`src/hw/fault_logger_pkg.sv`:
```
// Overview of operation
// - A message switches the display to the message fault indication.
// - The active message code blinks until the fault is reset.
// - Configuration selects inhibit on a message and restart on reset.
// - Messages fill an eight-entry history, newest shown first.
// - Switching mains power on clears the whole message history.
// - A warning switches the display to the warning fault indication, unless a message arrives in the same cycle.
// - The active warning code blinks until the fault is reset.
// - Warnings fill a second eight-entry history, newest shown first.
// - Mains power-on leaves the warning history untouched.
// - Six supply, trip and following message codes plus a none code.
// - Warning codes cover drive, supply, feedback and link faults.
// - Master current below 2 mA with input mode 1 raises a warning.
package fault_logger_pkg;

  // ---------------------------------------------------------------------
  // History geometry
  // ---------------------------------------------------------------------
  localparam int HIST_DEPTH = 8;
  localparam int MSG_CODE_W = 3;
  localparam int WARN_CODE_W = 5;

  // ---------------------------------------------------------------------
  // Message class codes
  // ---------------------------------------------------------------------
  localparam logic [2:0] MSG_NONE = 3'h0;
  localparam logic [2:0] MSG_EXTERNAL_TRIP_FAULT = 3'h1;
  localparam logic [2:0] MSG_LOW_MAINS_FREQUENCY_FAULT = 3'h2;
  localparam logic [2:0] MSG_MAINS_UNDERVOLTAGE_FAULT = 3'h3;
  localparam logic [2:0] MSG_PHASE_LOSS_FAULT = 3'h4;
  localparam logic [2:0] MSG_HIGH_MAINS_FREQUENCY_FAULT = 3'h5;
  localparam logic [2:0] MSG_FOLLOWING_ERROR_FAULT = 3'h6;

  // ---------------------------------------------------------------------
  // Warning class codes
  // ---------------------------------------------------------------------
  localparam logic [4:0] WARN_NONE = 5'h00;
  localparam logic [4:0] WARN_ARMATURE_BREAK_FAULT = 5'h01;
  localparam logic [4:0] WARN_COMM_AUTOMATION_FAULT = 5'h02;
  localparam logic [4:0] WARN_COMM_SERIAL_FAULT = 5'h03;
  localparam logic [4:0] WARN_BLOCKED_MOTOR_FAULT = 5'h04;
  localparam logic [4:0] WARN_EXTERNAL_TRIP_FAULT = 5'h05;
  localparam logic [4:0] WARN_EXCITATION_BREAK_FAULT = 5'h06;
  localparam logic [4:0] WARN_CONTROLLER_OVERLOAD_FAULT = 5'h07;
  localparam logic [4:0] WARN_MOTOR_OVERLOAD_FAULT = 5'h08;
  localparam logic [4:0] WARN_HEATSINK_OVERTEMP_FAULT = 5'h09;
  localparam logic [4:0] WARN_MAINS_OVERVOLTAGE_FAULT = 5'h0a;
  localparam logic [4:0] WARN_FOLLOWING_ERROR_FAULT = 5'h0b;
  localparam logic [4:0] WARN_TACHO_FAULT = 5'h0c;
  localparam logic [4:0] WARN_RESOLVER_OPEN_FAULT = 5'h0d;
  localparam logic [4:0] WARN_ENCODER_A_FAULT = 5'h0e;
  localparam logic [4:0] WARN_ENCODER_B_FAULT = 5'h0f;
  localparam logic [4:0] WARN_MASTER_CURRENT_LOSS_FAULT = 5'h10;
  localparam logic [4:0] WARN_SOURCE_POLARITY_FAULT = 5'h11;
  localparam logic [4:0] WARN_AUX_SUPPLY_MISSING_FAULT = 5'h12;

  // ---------------------------------------------------------------------
  // Master current supervision
  // ---------------------------------------------------------------------
  localparam logic [15:0] MASTER_CURRENT_MIN_UA = 16'h07d0;
  localparam logic [1:0] MASTER_MODE_CURRENT = 2'h1;

  // ---------------------------------------------------------------------
  // Blink timing
  // ---------------------------------------------------------------------
  localparam int CLK_PERIOD_NS = 10;
  localparam int BLINK_HALF_PERIOD_MS = 500;
  localparam int BLINK_HALF_CYCLES = BLINK_HALF_PERIOD_MS * 1000000
                                     / CLK_PERIOD_NS;

  // ---------------------------------------------------------------------
  // Display selection states
  // ---------------------------------------------------------------------
  typedef enum logic [2:0] {
    DISP_IDLE = 3'b001,
    DISP_MESSAGE = 3'b010,
    DISP_WARNING = 3'b100
  } display_state_e;

endpackage : fault_logger_pkg

```
`src/hw/fault_history.sv`:
```
`timescale 1ns/1ps
`default_nettype none

module fault_history
  #(
    parameter int WIDTH = 5,
    parameter int DEPTH = 8
  )
  (
    input wire logic mclk_in,
    input wire logic reset_n_in,
    input wire logic clear_in,
    input wire logic push_in,
    input wire logic [WIDTH-1:0] code_in,
    input wire logic [$clog2(DEPTH)-1:0] index_in,
    output logic [WIDTH-1:0] entry_out
  );

  // ---------------------------------------------------------------------
  // Parameter check
  // ---------------------------------------------------------------------
  if (DEPTH < 2 || (DEPTH & (DEPTH - 1)) != 0 || WIDTH < 1)
  begin : g_bad_param
    $error("fault_history needs a power-of-two depth of two or more.");
  end

  logic [WIDTH-1:0] entry_ff [DEPTH];
  logic [WIDTH-1:0] nxt_entry [DEPTH];

  // ---------------------------------------------------------------------
  // Shift store
  // ---------------------------------------------------------------------
  // Slot 0 is the newest entry; a push moves every entry one slot older
  // and the oldest falls off the end. A push in the same cycle as a
  // clear survives the clear.
  always_comb
  begin
    for (int i = 0; i < DEPTH; i++)
    begin
      nxt_entry[i] = clear_in ? '0 : entry_ff[i];
    end
    if (push_in)
    begin
      for (int i = DEPTH - 1; i > 0; i--)
      begin
        nxt_entry[i] = clear_in ? '0 : entry_ff[i-1];
      end
      nxt_entry[0] = code_in;
    end
  end

  // Registers the store.
  always_ff @(posedge mclk_in or negedge reset_n_in)
  begin
    if (!reset_n_in)
    begin
      for (int i = 0; i < DEPTH; i++)
      begin
        entry_ff[i] <= '0;
      end
    end
    else
    begin
      entry_ff <= nxt_entry;
    end
  end

  // Selects the entry that the viewer asks for.
  assign entry_out = entry_ff[index_in];

endmodule : fault_history

`default_nettype wire

```
`src/hw/fault_event_history_logger.sv`:
```
`timescale 1ns/1ps
`default_nettype none

module fault_event_history_logger
  import fault_logger_pkg::*;
  #(
    parameter int BLINK_CYCLES = BLINK_HALF_CYCLES
  )
  (
    input wire logic mclk_in,
    input wire logic reset_n_in,
    input wire logic mains_power_on_in,
    input wire logic message_event_in,
    input wire logic [MSG_CODE_W-1:0] message_code_in,
    input wire logic warning_event_in,
    input wire logic [WARN_CODE_W-1:0] warning_code_in,
    input wire logic [15:0] master_current_ua_in,
    input wire logic [1:0] master_current_input_mode_in,
    input wire logic fault_reset_in,
    input wire logic fault_reaction_config_a_in,
    input wire logic fault_reaction_config_b_in,
    input wire logic drive_restart_in,
    input wire logic key_down_in,
    input wire logic key_up_in,
    output logic show_message_fault_indication_out,
    output logic show_warning_fault_indication_out,
    output logic [WARN_CODE_W-1:0] display_code_out,
    output logic display_lit_out,
    output logic [2:0] history_index_out,
    output logic message_active_out,
    output logic warning_active_out,
    output logic drive_inhibit_out
  );

  localparam int CNT_W = $clog2(BLINK_CYCLES + 1);
  localparam logic [2:0] VIEW_LAST = 3'(HIST_DEPTH - 1);

  // ---------------------------------------------------------------------
  // Parameter check
  // ---------------------------------------------------------------------
  if (BLINK_CYCLES < 1 || HIST_DEPTH != 8)
  begin : g_bad_param
    $error("Blink count must be positive and history depth must be 8.");
  end

  // ---------------------------------------------------------------------
  // Event qualification
  // ---------------------------------------------------------------------
  logic msg_take;
  logic warn_ext_take;
  logic loss_cond;
  logic loss_take;
  logic warn_take;
  logic [WARN_CODE_W-1:0] warn_code;
  logic loss_seen_ff;
  logic nxt_loss_seen;

  // Only codes inside each class count; the no-fault code is dropped.
  assign msg_take = message_event_in &&
                    message_code_in != MSG_NONE &&
                    message_code_in <= MSG_FOLLOWING_ERROR_FAULT;
  assign warn_ext_take = warning_event_in &&
                         warning_code_in != WARN_NONE &&
                         warning_code_in <=
                         WARN_AUX_SUPPLY_MISSING_FAULT;

  // A falling master current is a warning in current-input mode only.
  assign loss_cond = master_current_input_mode_in == MASTER_MODE_CURRENT &&
                     master_current_ua_in < MASTER_CURRENT_MIN_UA;
  // An outside warning in the same cycle goes first; the loss retries.
  assign loss_take = loss_cond && !loss_seen_ff && !warn_ext_take;
  assign warn_take = warn_ext_take || loss_take;
  assign warn_code = warn_ext_take ? warning_code_in
                                   : WARN_MASTER_CURRENT_LOSS_FAULT;

  // ---------------------------------------------------------------------
  // Active fault flags and drive inhibit
  // ---------------------------------------------------------------------
  logic msg_active_ff;
  logic warn_active_ff;
  logic inhibit_ff;
  logic nxt_msg_active;
  logic nxt_warn_active;
  logic nxt_inhibit;

  // A new fault wins over a reset arriving in the same cycle. The loss
  // flag remembers that the present loss episode has been recorded.
  always_comb
  begin
    nxt_loss_seen = loss_cond && (loss_seen_ff || loss_take);
    nxt_msg_active = msg_take || (msg_active_ff && !fault_reset_in);
    nxt_warn_active = warn_take || (warn_active_ff && !fault_reset_in);
    nxt_inhibit = inhibit_ff;
    if (fault_reset_in && fault_reaction_config_b_in)
    begin
      nxt_inhibit = 1'b0;
    end
    if (drive_restart_in && !msg_active_ff)
    begin
      nxt_inhibit = 1'b0;
    end
    if (msg_take && fault_reaction_config_a_in)
    begin
      nxt_inhibit = 1'b1;
    end
  end

  // Registers the fault flags.
  always_ff @(posedge mclk_in or negedge reset_n_in)
  begin
    if (!reset_n_in)
    begin
      msg_active_ff <= 1'b0;
      loss_seen_ff <= 1'b0;
      warn_active_ff <= 1'b0;
      inhibit_ff <= 1'b0;
    end
    else
    begin
      msg_active_ff <= nxt_msg_active;
      loss_seen_ff <= nxt_loss_seen;
      warn_active_ff <= nxt_warn_active;
      inhibit_ff <= nxt_inhibit;
    end
  end

  // ---------------------------------------------------------------------
  // Fault histories
  // ---------------------------------------------------------------------
  logic [2:0] view_ff;
  logic [MSG_CODE_W-1:0] msg_entry;
  logic [WARN_CODE_W-1:0] warn_entry;

  // Message history, wiped whenever the mains come up.
  fault_history #(
    .WIDTH(MSG_CODE_W),
    .DEPTH(HIST_DEPTH)
  ) u_message_history (
    .mclk_in(mclk_in),
    .reset_n_in(reset_n_in),
    .clear_in(mains_power_on_in),
    .push_in(msg_take),
    .code_in(message_code_in),
    .index_in(view_ff),
    .entry_out(msg_entry)
  );

  // Warning history, which mains power-on leaves untouched.
  fault_history #(
    .WIDTH(WARN_CODE_W),
    .DEPTH(HIST_DEPTH)
  ) u_warning_history (
    .mclk_in(mclk_in),
    .reset_n_in(reset_n_in),
    .clear_in(1'b0),
    .push_in(warn_take),
    .code_in(warn_code),
    .index_in(view_ff),
    .entry_out(warn_entry)
  );

  // ---------------------------------------------------------------------
  // Display selection and scrolling
  // ---------------------------------------------------------------------
  display_state_e disp_ff;
  display_state_e nxt_disp;
  logic [2:0] nxt_view;

  // A new fault switches the display to its class and jumps to the
  // newest entry; a message outranks a warning in the same cycle. Down
  // steps to older entries and up back to newer ones.
  always_comb
  begin
    nxt_disp = disp_ff;
    nxt_view = view_ff;
    if (disp_ff != DISP_IDLE && key_down_in && !key_up_in &&
        view_ff != VIEW_LAST)
    begin
      nxt_view = view_ff + 3'h1;
    end
    if (disp_ff != DISP_IDLE && key_up_in && !key_down_in &&
        view_ff != 3'h0)
    begin
      nxt_view = view_ff - 3'h1;
    end
    if (msg_take)
    begin
      nxt_disp = DISP_MESSAGE;
      nxt_view = 3'h0;
    end
    else if (warn_take)
    begin
      nxt_disp = DISP_WARNING;
      nxt_view = 3'h0;
    end
  end

  // Registers the display selection.
  always_ff @(posedge mclk_in or negedge reset_n_in)
  begin
    if (!reset_n_in)
    begin
      disp_ff <= DISP_IDLE;
      view_ff <= 3'h0;
    end
    else
    begin
      disp_ff <= nxt_disp;
      view_ff <= nxt_view;
    end
  end

  // ---------------------------------------------------------------------
  // Blink timer and display output
  // ---------------------------------------------------------------------
  logic [CNT_W-1:0] blink_cnt_ff;
  logic [CNT_W-1:0] nxt_blink_cnt;
  logic blink_phase_ff;
  logic nxt_blink_phase;
  logic [WARN_CODE_W-1:0] code_ff;
  logic [WARN_CODE_W-1:0] nxt_code;
  logic lit_ff;
  logic nxt_lit;
  logic shown_active;

  // The blink phase toggles every half period, and the newest entry of
  // a class with a fault still pending blinks with it.
  always_comb
  begin
    nxt_blink_cnt = blink_cnt_ff + 1'b1;
    nxt_blink_phase = blink_phase_ff;
    if (blink_cnt_ff == CNT_W'(BLINK_CYCLES - 1))
    begin
      nxt_blink_cnt = '0;
      nxt_blink_phase = !blink_phase_ff;
    end
    nxt_code = WARN_NONE;
    shown_active = 1'b0;
    unique case (disp_ff)
      DISP_IDLE:
      begin
        nxt_code = WARN_NONE;
      end
      DISP_MESSAGE:
      begin
        nxt_code = {{(WARN_CODE_W - MSG_CODE_W){1'b0}}, msg_entry};
        shown_active = msg_active_ff && view_ff == 3'h0;
      end
      DISP_WARNING:
      begin
        nxt_code = warn_entry;
        shown_active = warn_active_ff && view_ff == 3'h0;
      end
      default:
      begin
        nxt_code = WARN_NONE;
      end
    endcase
    nxt_lit = !(shown_active && blink_phase_ff);
  end

  // Registers the blink timer and the display drive.
  always_ff @(posedge mclk_in or negedge reset_n_in)
  begin
    if (!reset_n_in)
    begin
      blink_cnt_ff <= '0;
      blink_phase_ff <= 1'b0;
      code_ff <= WARN_NONE;
      lit_ff <= 1'b1;
    end
    else
    begin
      blink_cnt_ff <= nxt_blink_cnt;
      blink_phase_ff <= nxt_blink_phase;
      code_ff <= nxt_code;
      lit_ff <= nxt_lit;
    end
  end

  // Drives the ports from registers.
  assign show_message_fault_indication_out = disp_ff == DISP_MESSAGE;
  assign show_warning_fault_indication_out = disp_ff == DISP_WARNING;
  assign display_code_out = code_ff;
  assign display_lit_out = lit_ff;
  assign history_index_out = view_ff;
  assign message_active_out = msg_active_ff;
  assign warning_active_out = warn_active_ff;
  assign drive_inhibit_out = inhibit_ff;

endmodule : fault_event_history_logger

`default_nettype wire

```
`config.mk`:
```
export PLATFORM = sky130hd
export DESIGN_NAME = fault_event_history_logger
export DESIGN_NICKNAME = d
export VERILOG_FILES = /design/src/hw/fault_logger_pkg.sv /design/src/hw/fault_history.sv /design/src/hw/fault_event_history_logger.sv
export SDC_FILE = /design/constraint.sdc
export NUM_CORES = 1
export LEC_CHECK = 0
export BUFFER_PORTS_ARGS = -buffer_cell sky130_fd_sc_hd__buf_2
export CORE_UTILIZATION = 30
export CTS_CLUSTER_SIZE = 24
export DETAILED_ROUTE_END_ITERATION = 6
export PLACE_DENSITY = 0.57
export SLEW_MARGIN = 20
export SYNTH_ARGS = -nofsm -noshare
export SYNTH_HDL_FRONTEND = slang
export SYNTH_SLANG_ARGS = --single-unit
```
`constraint.sdc`:
```
create_clock -name mclk_in -period 2.57 [get_ports mclk_in]
set_input_delay 0.1285 -clock mclk_in [delete_from_list [all_inputs] [get_ports mclk_in]]
set_output_delay 0.1285 -clock mclk_in [all_outputs]
set_load 0.03 [all_outputs]
```
==> impl_metrics.json, run 1 <==
{
  "drv_slew": 0,
  "gr-total-overflow": 0,
  "peakVddDrop_mv": 0.4870,
  "critPathArrivalTime_ns": 2.46,
  "multiInputGateArea_um2": 2287,
  "yosys.area.top_type": "dfrtp_1",
  "switching_power_mw": 1.148,
  "grt_pass1_wl_um": 18170,
  "num_antenna_cells": 0,
  "timing.fmax_ghz": 0.4494,
  "cts_buffer_depth": 2,
  "fin_crit_ns": 2.225,
  "ys_ff_latch": 107,
  "cp-start-kind": "register",
  "synth_cell_types": 51,
  "drv_cap": 0,
  "viasPerCell": 4.906,
  "die-area_um2": 17560,
  "ios": 51,
  "layout-drive-gt1-share": 0.2658,
  "grt_pass1_vias": 3668,
  "drtAntennaViolNets": 0,
  "fin_setup_tns_ns": 0,
  "cts-buffers-inserted": 9,
  "fillCellCount": 1652,
  "status": "completed",
  "totalWireLength_um": 10360,
  "critPathKind": "reg2reg",
  "sw_frac_of_total": 0.2616,
  "avgSynthCellArea_um2": 11.72,
  "place_congestion": 0.7727,
  "synth_edf_count": 0,
  "tightestPinTransition_ns": 0.9507,
  "dp_cells": 690,
  "synth_flop_cell": "dfrtp_1",
  "synth_fp_nets": 475,
  "layout.cells.non_filler": 709,
  "antenna_found_initial": 0,
  "cts_tree": "yes",
  "initial_core_util": 0.3081,
  "syn2layout_area_growth_pct": 16.67,
  "power.density_nw_per_um2": 736.0,
  "synth.yosys.seq_area_share": 0.5245,
  "reg2reg_depth": 7,
  "clock-root-buffer": "clkbuf_16",
  "worst_slew_margin_rel": 0.3662,
  "row_count": 47,
  "period_share": 0.8658,
  "whs_ns": 0.02228,
  "worstPathMaxFanout": 5,
  "synthCells": 436,
  "hold_path_class": "in2reg",
  "clock_power_share": 0.322,
  "cpMaxStageDelayCell": "dfstp_2",
  "coreArea_um2": 16580,
  "async_flop_share": 1.000,
  "wl_per_cell_um": 14.62,
  "clk_pin_slew_ns": 0.07,
  "comb_power_share": 0.183,
  "seqPwrFrac": 0.495,
  "grt_max_degree": 48,
  "h-tree-depth": 3,
  "final_hold_viol_count": 0,
  "ys_warn_count": 0,
  "crit_path_max_incr_delay_ns": 0.55,
  "seq_area_um2": 2680,
  "die_h_um": 132.5,
  "fin_skew_ns": 0.008791,
  "holdPathStages": 2,
  "final_nets": 524,
  "clock_latency_ns": 0.35,
  "timing.final.ws_setup_ns": 0.3450,
  "grt_util_all_layers": 0.1301,
  "crit_path_end_kind": "register",
  "drc_errors": 0,
  "final_common_cell": "dfrtp_1",
  "synth_top_area_frac": 0.5142,
  "die_w_um": 132.5,
  "rsz0062_at_grt": "no",
  "critPathRequiredTime_ns": 2.80,
  "post_cts_buffers": 0,
  "dr.pass1.iters": 4,
  "synth.top_cells.by_area": "dfrtp_1, mux4_2, mux2_4",
  "io_buffers": 46,
  "layout_common_cells": "dfrtp_1, nand2_1, buf_2",
  "post-place-ws_ns": 0.3530,
  "synth_area_um2": 5110,
  "cts.sinks": 107,
  "finalPower_mw": 4.388,
  "dp_hpwl_um": 6966,
  "drt_iter0_markers": 178,
  "setup_viol": 0,
  "internal_power_mw": 3.240,
  "p_leak_nw": 2.581,
  "crit_chain": "nor3b_1, nor3_1, fa_1, or2_2, o22ai_1, and3_1, nor4_2",
  "dr_total_vias": 3478
}
## metal layers
metal	vias to the layer above	part of all wire	routed length, µm	GRT usage
li1	1669	-	-	-
met1	1751	0.46	4815	0.1654
met2	42	0.48	4926	0.2099
met3	16	0.033	347	0.03372
met4	0	0.027	275	0.05492
met5	-	0	0	0
## per-stage QoR
step,area [µm²],utilization
after global routing,5962,0.3595
final,5962,0.3595
after floorplan,5110,-
after detailed placement,5620,0.3389
after global placement,5620,0.3389
after CTS,5962,0.3595
## critical path: cells and delay by family (launching register included)
family	cells	cell delay [ns]
AOI/OAI and AO/OA	1	0.17
adders and majority gates	1	0.39
and+or+nand+nor	5	1.00
DFF	1	0.55
## path summary, 6_finish.rpt
path	to	slack, ns	start
setup reg to reg	history_index_out[2]	0.34	disp_ff[0]
setup / recovery	history_index_out[2]	0.34	disp_ff[0]
hold / removal	u_warning_history.entry_ff[37]	0.02	warning_code_in[2]
min in group asynchronous	blink_cnt_ff[2]	0.27	reset_n_in
hold reg to reg	display_lit_out	0.45	blink_phase_ff
max in group asynchronous	u_message_history.entry_ff[16]	1.52	reset_n_in
## cell type report
| cell class | count | share of cell area |
|---|---|---|
| inverters | 14 | 0.008814 |
| flip-flops and latches | 107 | 0.4495 |
| clock inverters | 4 | 0.009864 |
| clock buffers | 11 | 0.04071 |
| repair buffers | 59 | 0.06128 |
| multi-input cells | 294 | 0.3836 |
| well taps | 220 | 0.04617 |
## cell families after synthesis
| family | synth area share |
|---|---|
| simple gates | 0.1472 |
| fa+ha+maj | 0.006366 |
| compound gates | 0.07836 |
| mux | 0.1846 |
| buf+inv | 0.03159 |
| flops | 0.5245 |
| xor+xnor | 0.02743 |
## sequential cells by signal, indices dropped and copies added (netlist names)
signal and count:
display_lit_out 1, disp_ff 3, warning_active_out 1, blink_cnt_ff 26
display_code_out 5, drive_inhibit_out 1, history_index_out 3, blink_phase_ff 1
message_active_out 1, u_warning_history.entry_ff 40, u_message_history.entry_ff 24, loss_seen_ff 1
## Yosys cell counts (7+ instances only)
| master | n |
|---|---|
| dfrtp_1 | 105 |
| nand2_1 | 61 |
| a21oi_1 | 25 |
| mux2_2 | 18 |
| mux2_4 | 18 |
| nor2_1 | 18 |
| mux4_2 | 16 |
| inv_1 | 14 |
| clkbuf_1 | 12 |
| nand3_1 | 12 |
| nand4_1 | 12 |
| o21ai_0 | 12 |
| mux2i_1 | 11 |
| xor2_1 | 9 |
| xnor2_1 | 7 |
## power groups by stage
stage,Sequential (mW),Combinational [mW],Clock (mW)
after detailed placement,2.20,0.813,0
final,2.17,0.803,1.41
after global placement,2.18,0.791,0
after CTS,2.17,0.820,1.47
after floorplan,2.17,0.595,0
after global routing,2.21,0.879,1.53
## repair_timing
item	CTS	global route
gates resized for setup	0	0
endpoints found under the hold margin	33	0
hold buffers	4	0
Note: power is estimated with default switching activity, not from simulation.
==> inputs of run 2 (changes only) <==
--- a/config.mk
+++ b/config.mk
@@ -6,10 +6,10 @@
 export NUM_CORES = 1
 export LEC_CHECK = 0
 export BUFFER_PORTS_ARGS = -buffer_cell sky130_fd_sc_hd__buf_2
-export CORE_UTILIZATION = 30
+export CORE_UTILIZATION = 59
 export CTS_CLUSTER_SIZE = 24
 export DETAILED_ROUTE_END_ITERATION = 6
-export PLACE_DENSITY = 0.57
+export PLACE_DENSITY = 0.91
 export SLEW_MARGIN = 20
 export SYNTH_ARGS = -nofsm -noshare
 export SYNTH_HDL_FRONTEND = slang
==> run 2 against run 1 <==
Effect of this change: clock power shrank 24%; final cell count shrank 16%; critical path depth is the same; count of clock-buffer cells in the layout shrank 2; sequential cell count is the same; non-clock buffer count grew 1; first-iteration DRC count grew 2.2%; clock skew grew 0.0049 ns; cell area shrank 4.0%; sequential share of layout area grew 1.9 points; combinational power grew 1%; critical path type unchanged; largest power group unchanged; highest routed layer unchanged.
==> impl_metrics.json, run 2 (synthesized netlist as in run 1, its figures left out) <==
{
  "status": "completed",
  "whs_ns": 0.02186,
  "critPathKind": "reg2reg",
  "io_buffers": 46,
  "die_w_um": 95.07,
  "clock_latency_ns": 0.37,
  "r2r_slack_ns": 0.30,
  "coreArea_um2": 8299,
  "critPathArrivalTime_ns": 2.53,
  "tightestPinTransition_ns": 0.9052,
  "dp_cells": 574,
  "final_nets": 525,
  "critPathRequiredTime_ns": 2.83,
  "num_antenna_cells": 0,
  "drtAntennaViolNets": 0,
  "seqPwrFrac": 0.537,
  "drc_errors": 0,
  "drt_iter0_markers": 182,
  "switching_power_mw": 1.141,
  "clock-root-buffer": "clkbuf_8",
  "grt_pass1_wl_um": 17460,
  "period_share": 0.8851,
  "layout_common_cells": "dfrtp_1, nand2_1, buf_2",
  "dr_total_vias": 3668,
  "row_count": 33,
  "syn2layout_area_growth_pct": 11.97,
  "rsz0062_at_grt": "no",
  "worst_slew_margin_rel": 0.3965,
  "internal_power_mw": 2.917,
  "cp-start-kind": "register",
  "drv_cap": 0,
  "fillCellCount": 564,
  "layout.cells.non_filler": 596,
  "comb_power_share": 0.200,
  "setup_viol": 0,
  "die_h_um": 95.07,
  "post_cts_buffers": 0,
  "dp_hpwl_um": 6868,
  "peakVddDrop_mv": 0.4652,
  "worstPathMaxFanout": 5,
  "p_leak_nw": 2.539,
  "antenna_found_initial": 0,
  "cts.sinks": 107,
  "grt_max_degree": 66,
  "clk_pin_slew_ns": 0.11,
  "fin_crit_ns": 2.275,
  "layout-drive-gt1-share": 0.2668,
  "seq_area_um2": 2680,
  "ctsResizeCount": 0,
  "final_hold_viol_count": 0,
  "sw_frac_of_total": 0.2813,
  "die-area_um2": 9037,
  "place_congestion": 0.8235,
  "crit_path_end_kind": "register",
  "dr.pass1.iters": 4,
  "regMostFlops": "u_warning_history.entry_ff",
  "largestRegisters": "u_warning_history.entry_ff x40, blink_cnt_ff x26, u_message_history.entry_ff x24",
  "timing.fmax_ghz": 0.4396,
  "grt_util_all_layers": 0.2519,
  "power.density_nw_per_um2": 709.3,
  "grt_pass1_vias": 3705,
  "cts-buffers-inserted": 9,
  "hold_path_class": "in2reg",
  "ios": 51,
  "wl_per_cell_um": 17.31,
  "fin_skew_ns": 0.01371,
  "totalWireLength_um": 10320,
  "multiInputGateArea_um2": 2287,
  "fin_setup_tns_ns": 0,
  "viasPerCell": 6.154,
  "drv_slew": 0,
  "h-tree-depth": 3,
  "largest_reg_flops": 40,
  "final_common_cell": "dfrtp_1",
  "gr-total-overflow": 0,
  "cts_buffer_depth": 2,
  "clock_power_share": 0.263,
  "cts_tree": "yes",
  "initial_core_util": 0.6157
}
==> run 2: repair_timing <==
| item | CTS | global route |
|---|---|---|
| hold endpoints to repair | 66 | 0 |
| setup endpoints to repair | 0 | 0 |
| hold buffers | 6 | 0 |
==> run 2: final timing paths <==
check / start / cells past startpoint / to
worst max-delay path: disp_ff[0] / 7 / history_index_out[2]
worst min-delay path: message_code_in[1] / 2 / u_message_history.entry_ff[23]
worst max register to register: disp_ff[0] / 7 / history_index_out[2]
worst min register to register: blink_phase_ff / 1 / display_lit_out
max in group asynchronous: reset_n_in / 3 / blink_cnt_ff[20]
min in group asynchronous: reset_n_in / 2 / u_warning_history.entry_ff[28]
==> run 2: worst max-delay path, cell delays in order, from the launching register on <==
cell	delay (ns)
dfstp_2	0.56
nor3b_1	0.38
nor3_1	0.12
fa_1	0.39
or2_2	0.28
o22ai_1	0.18
and3_1	0.21
nor4_2	0.05
==> run 2: metrics by stage <==
stage / total power [mW] / worst slack, ns / utilization / cell area (µm²)
after global routing: 4.237 / 0.1090 / 0.6894 / 5722
after global placement: 2.945 / 0.4250 / 0.6575 / 5456
after detailed placement: 3.011 / 0.2991 / 0.6575 / 5456
after CTS: 4.088 / 0.2830 / 0.6894 / 5722
after floorplan: 2.764 / 0.4590 / - / 5110
final: 4.058 / 0.2953 / 0.6894 / 5722
==> run 2: power by group through the flow <==
stage | Sequential [mW] | Combinational [mW] | Clock [mW]
global placement | 2.17 | 0.772 | 0
global route | 2.21 | 0.878 | 1.15
floorplan | 2.17 | 0.595 | 0
finish | 2.18 | 0.811 | 1.07
CTS | 2.18 | 0.820 | 1.09
detailed placement | 2.20 | 0.808 | 0
==> run 2: area by class of cell <==
type	instances	share of cell area
inverter	14	0.009184
clock buffer	9	0.02165
tap	105	0.02296
multi-input combinational	294	0.3997
sequential	107	0.4684
clock inverter	7	0.01421
timing repair buffer	60	0.06385
==> run 2: per-layer routing <==
metal	vias to the layer above	track usage	routed length, µm
met5	-	0	0
met4	0	0.04293	87
met3	10	0.05662	358
met2	93	0.4375	5444
met1	1895	0.3288	4428
li1	1670	-	-
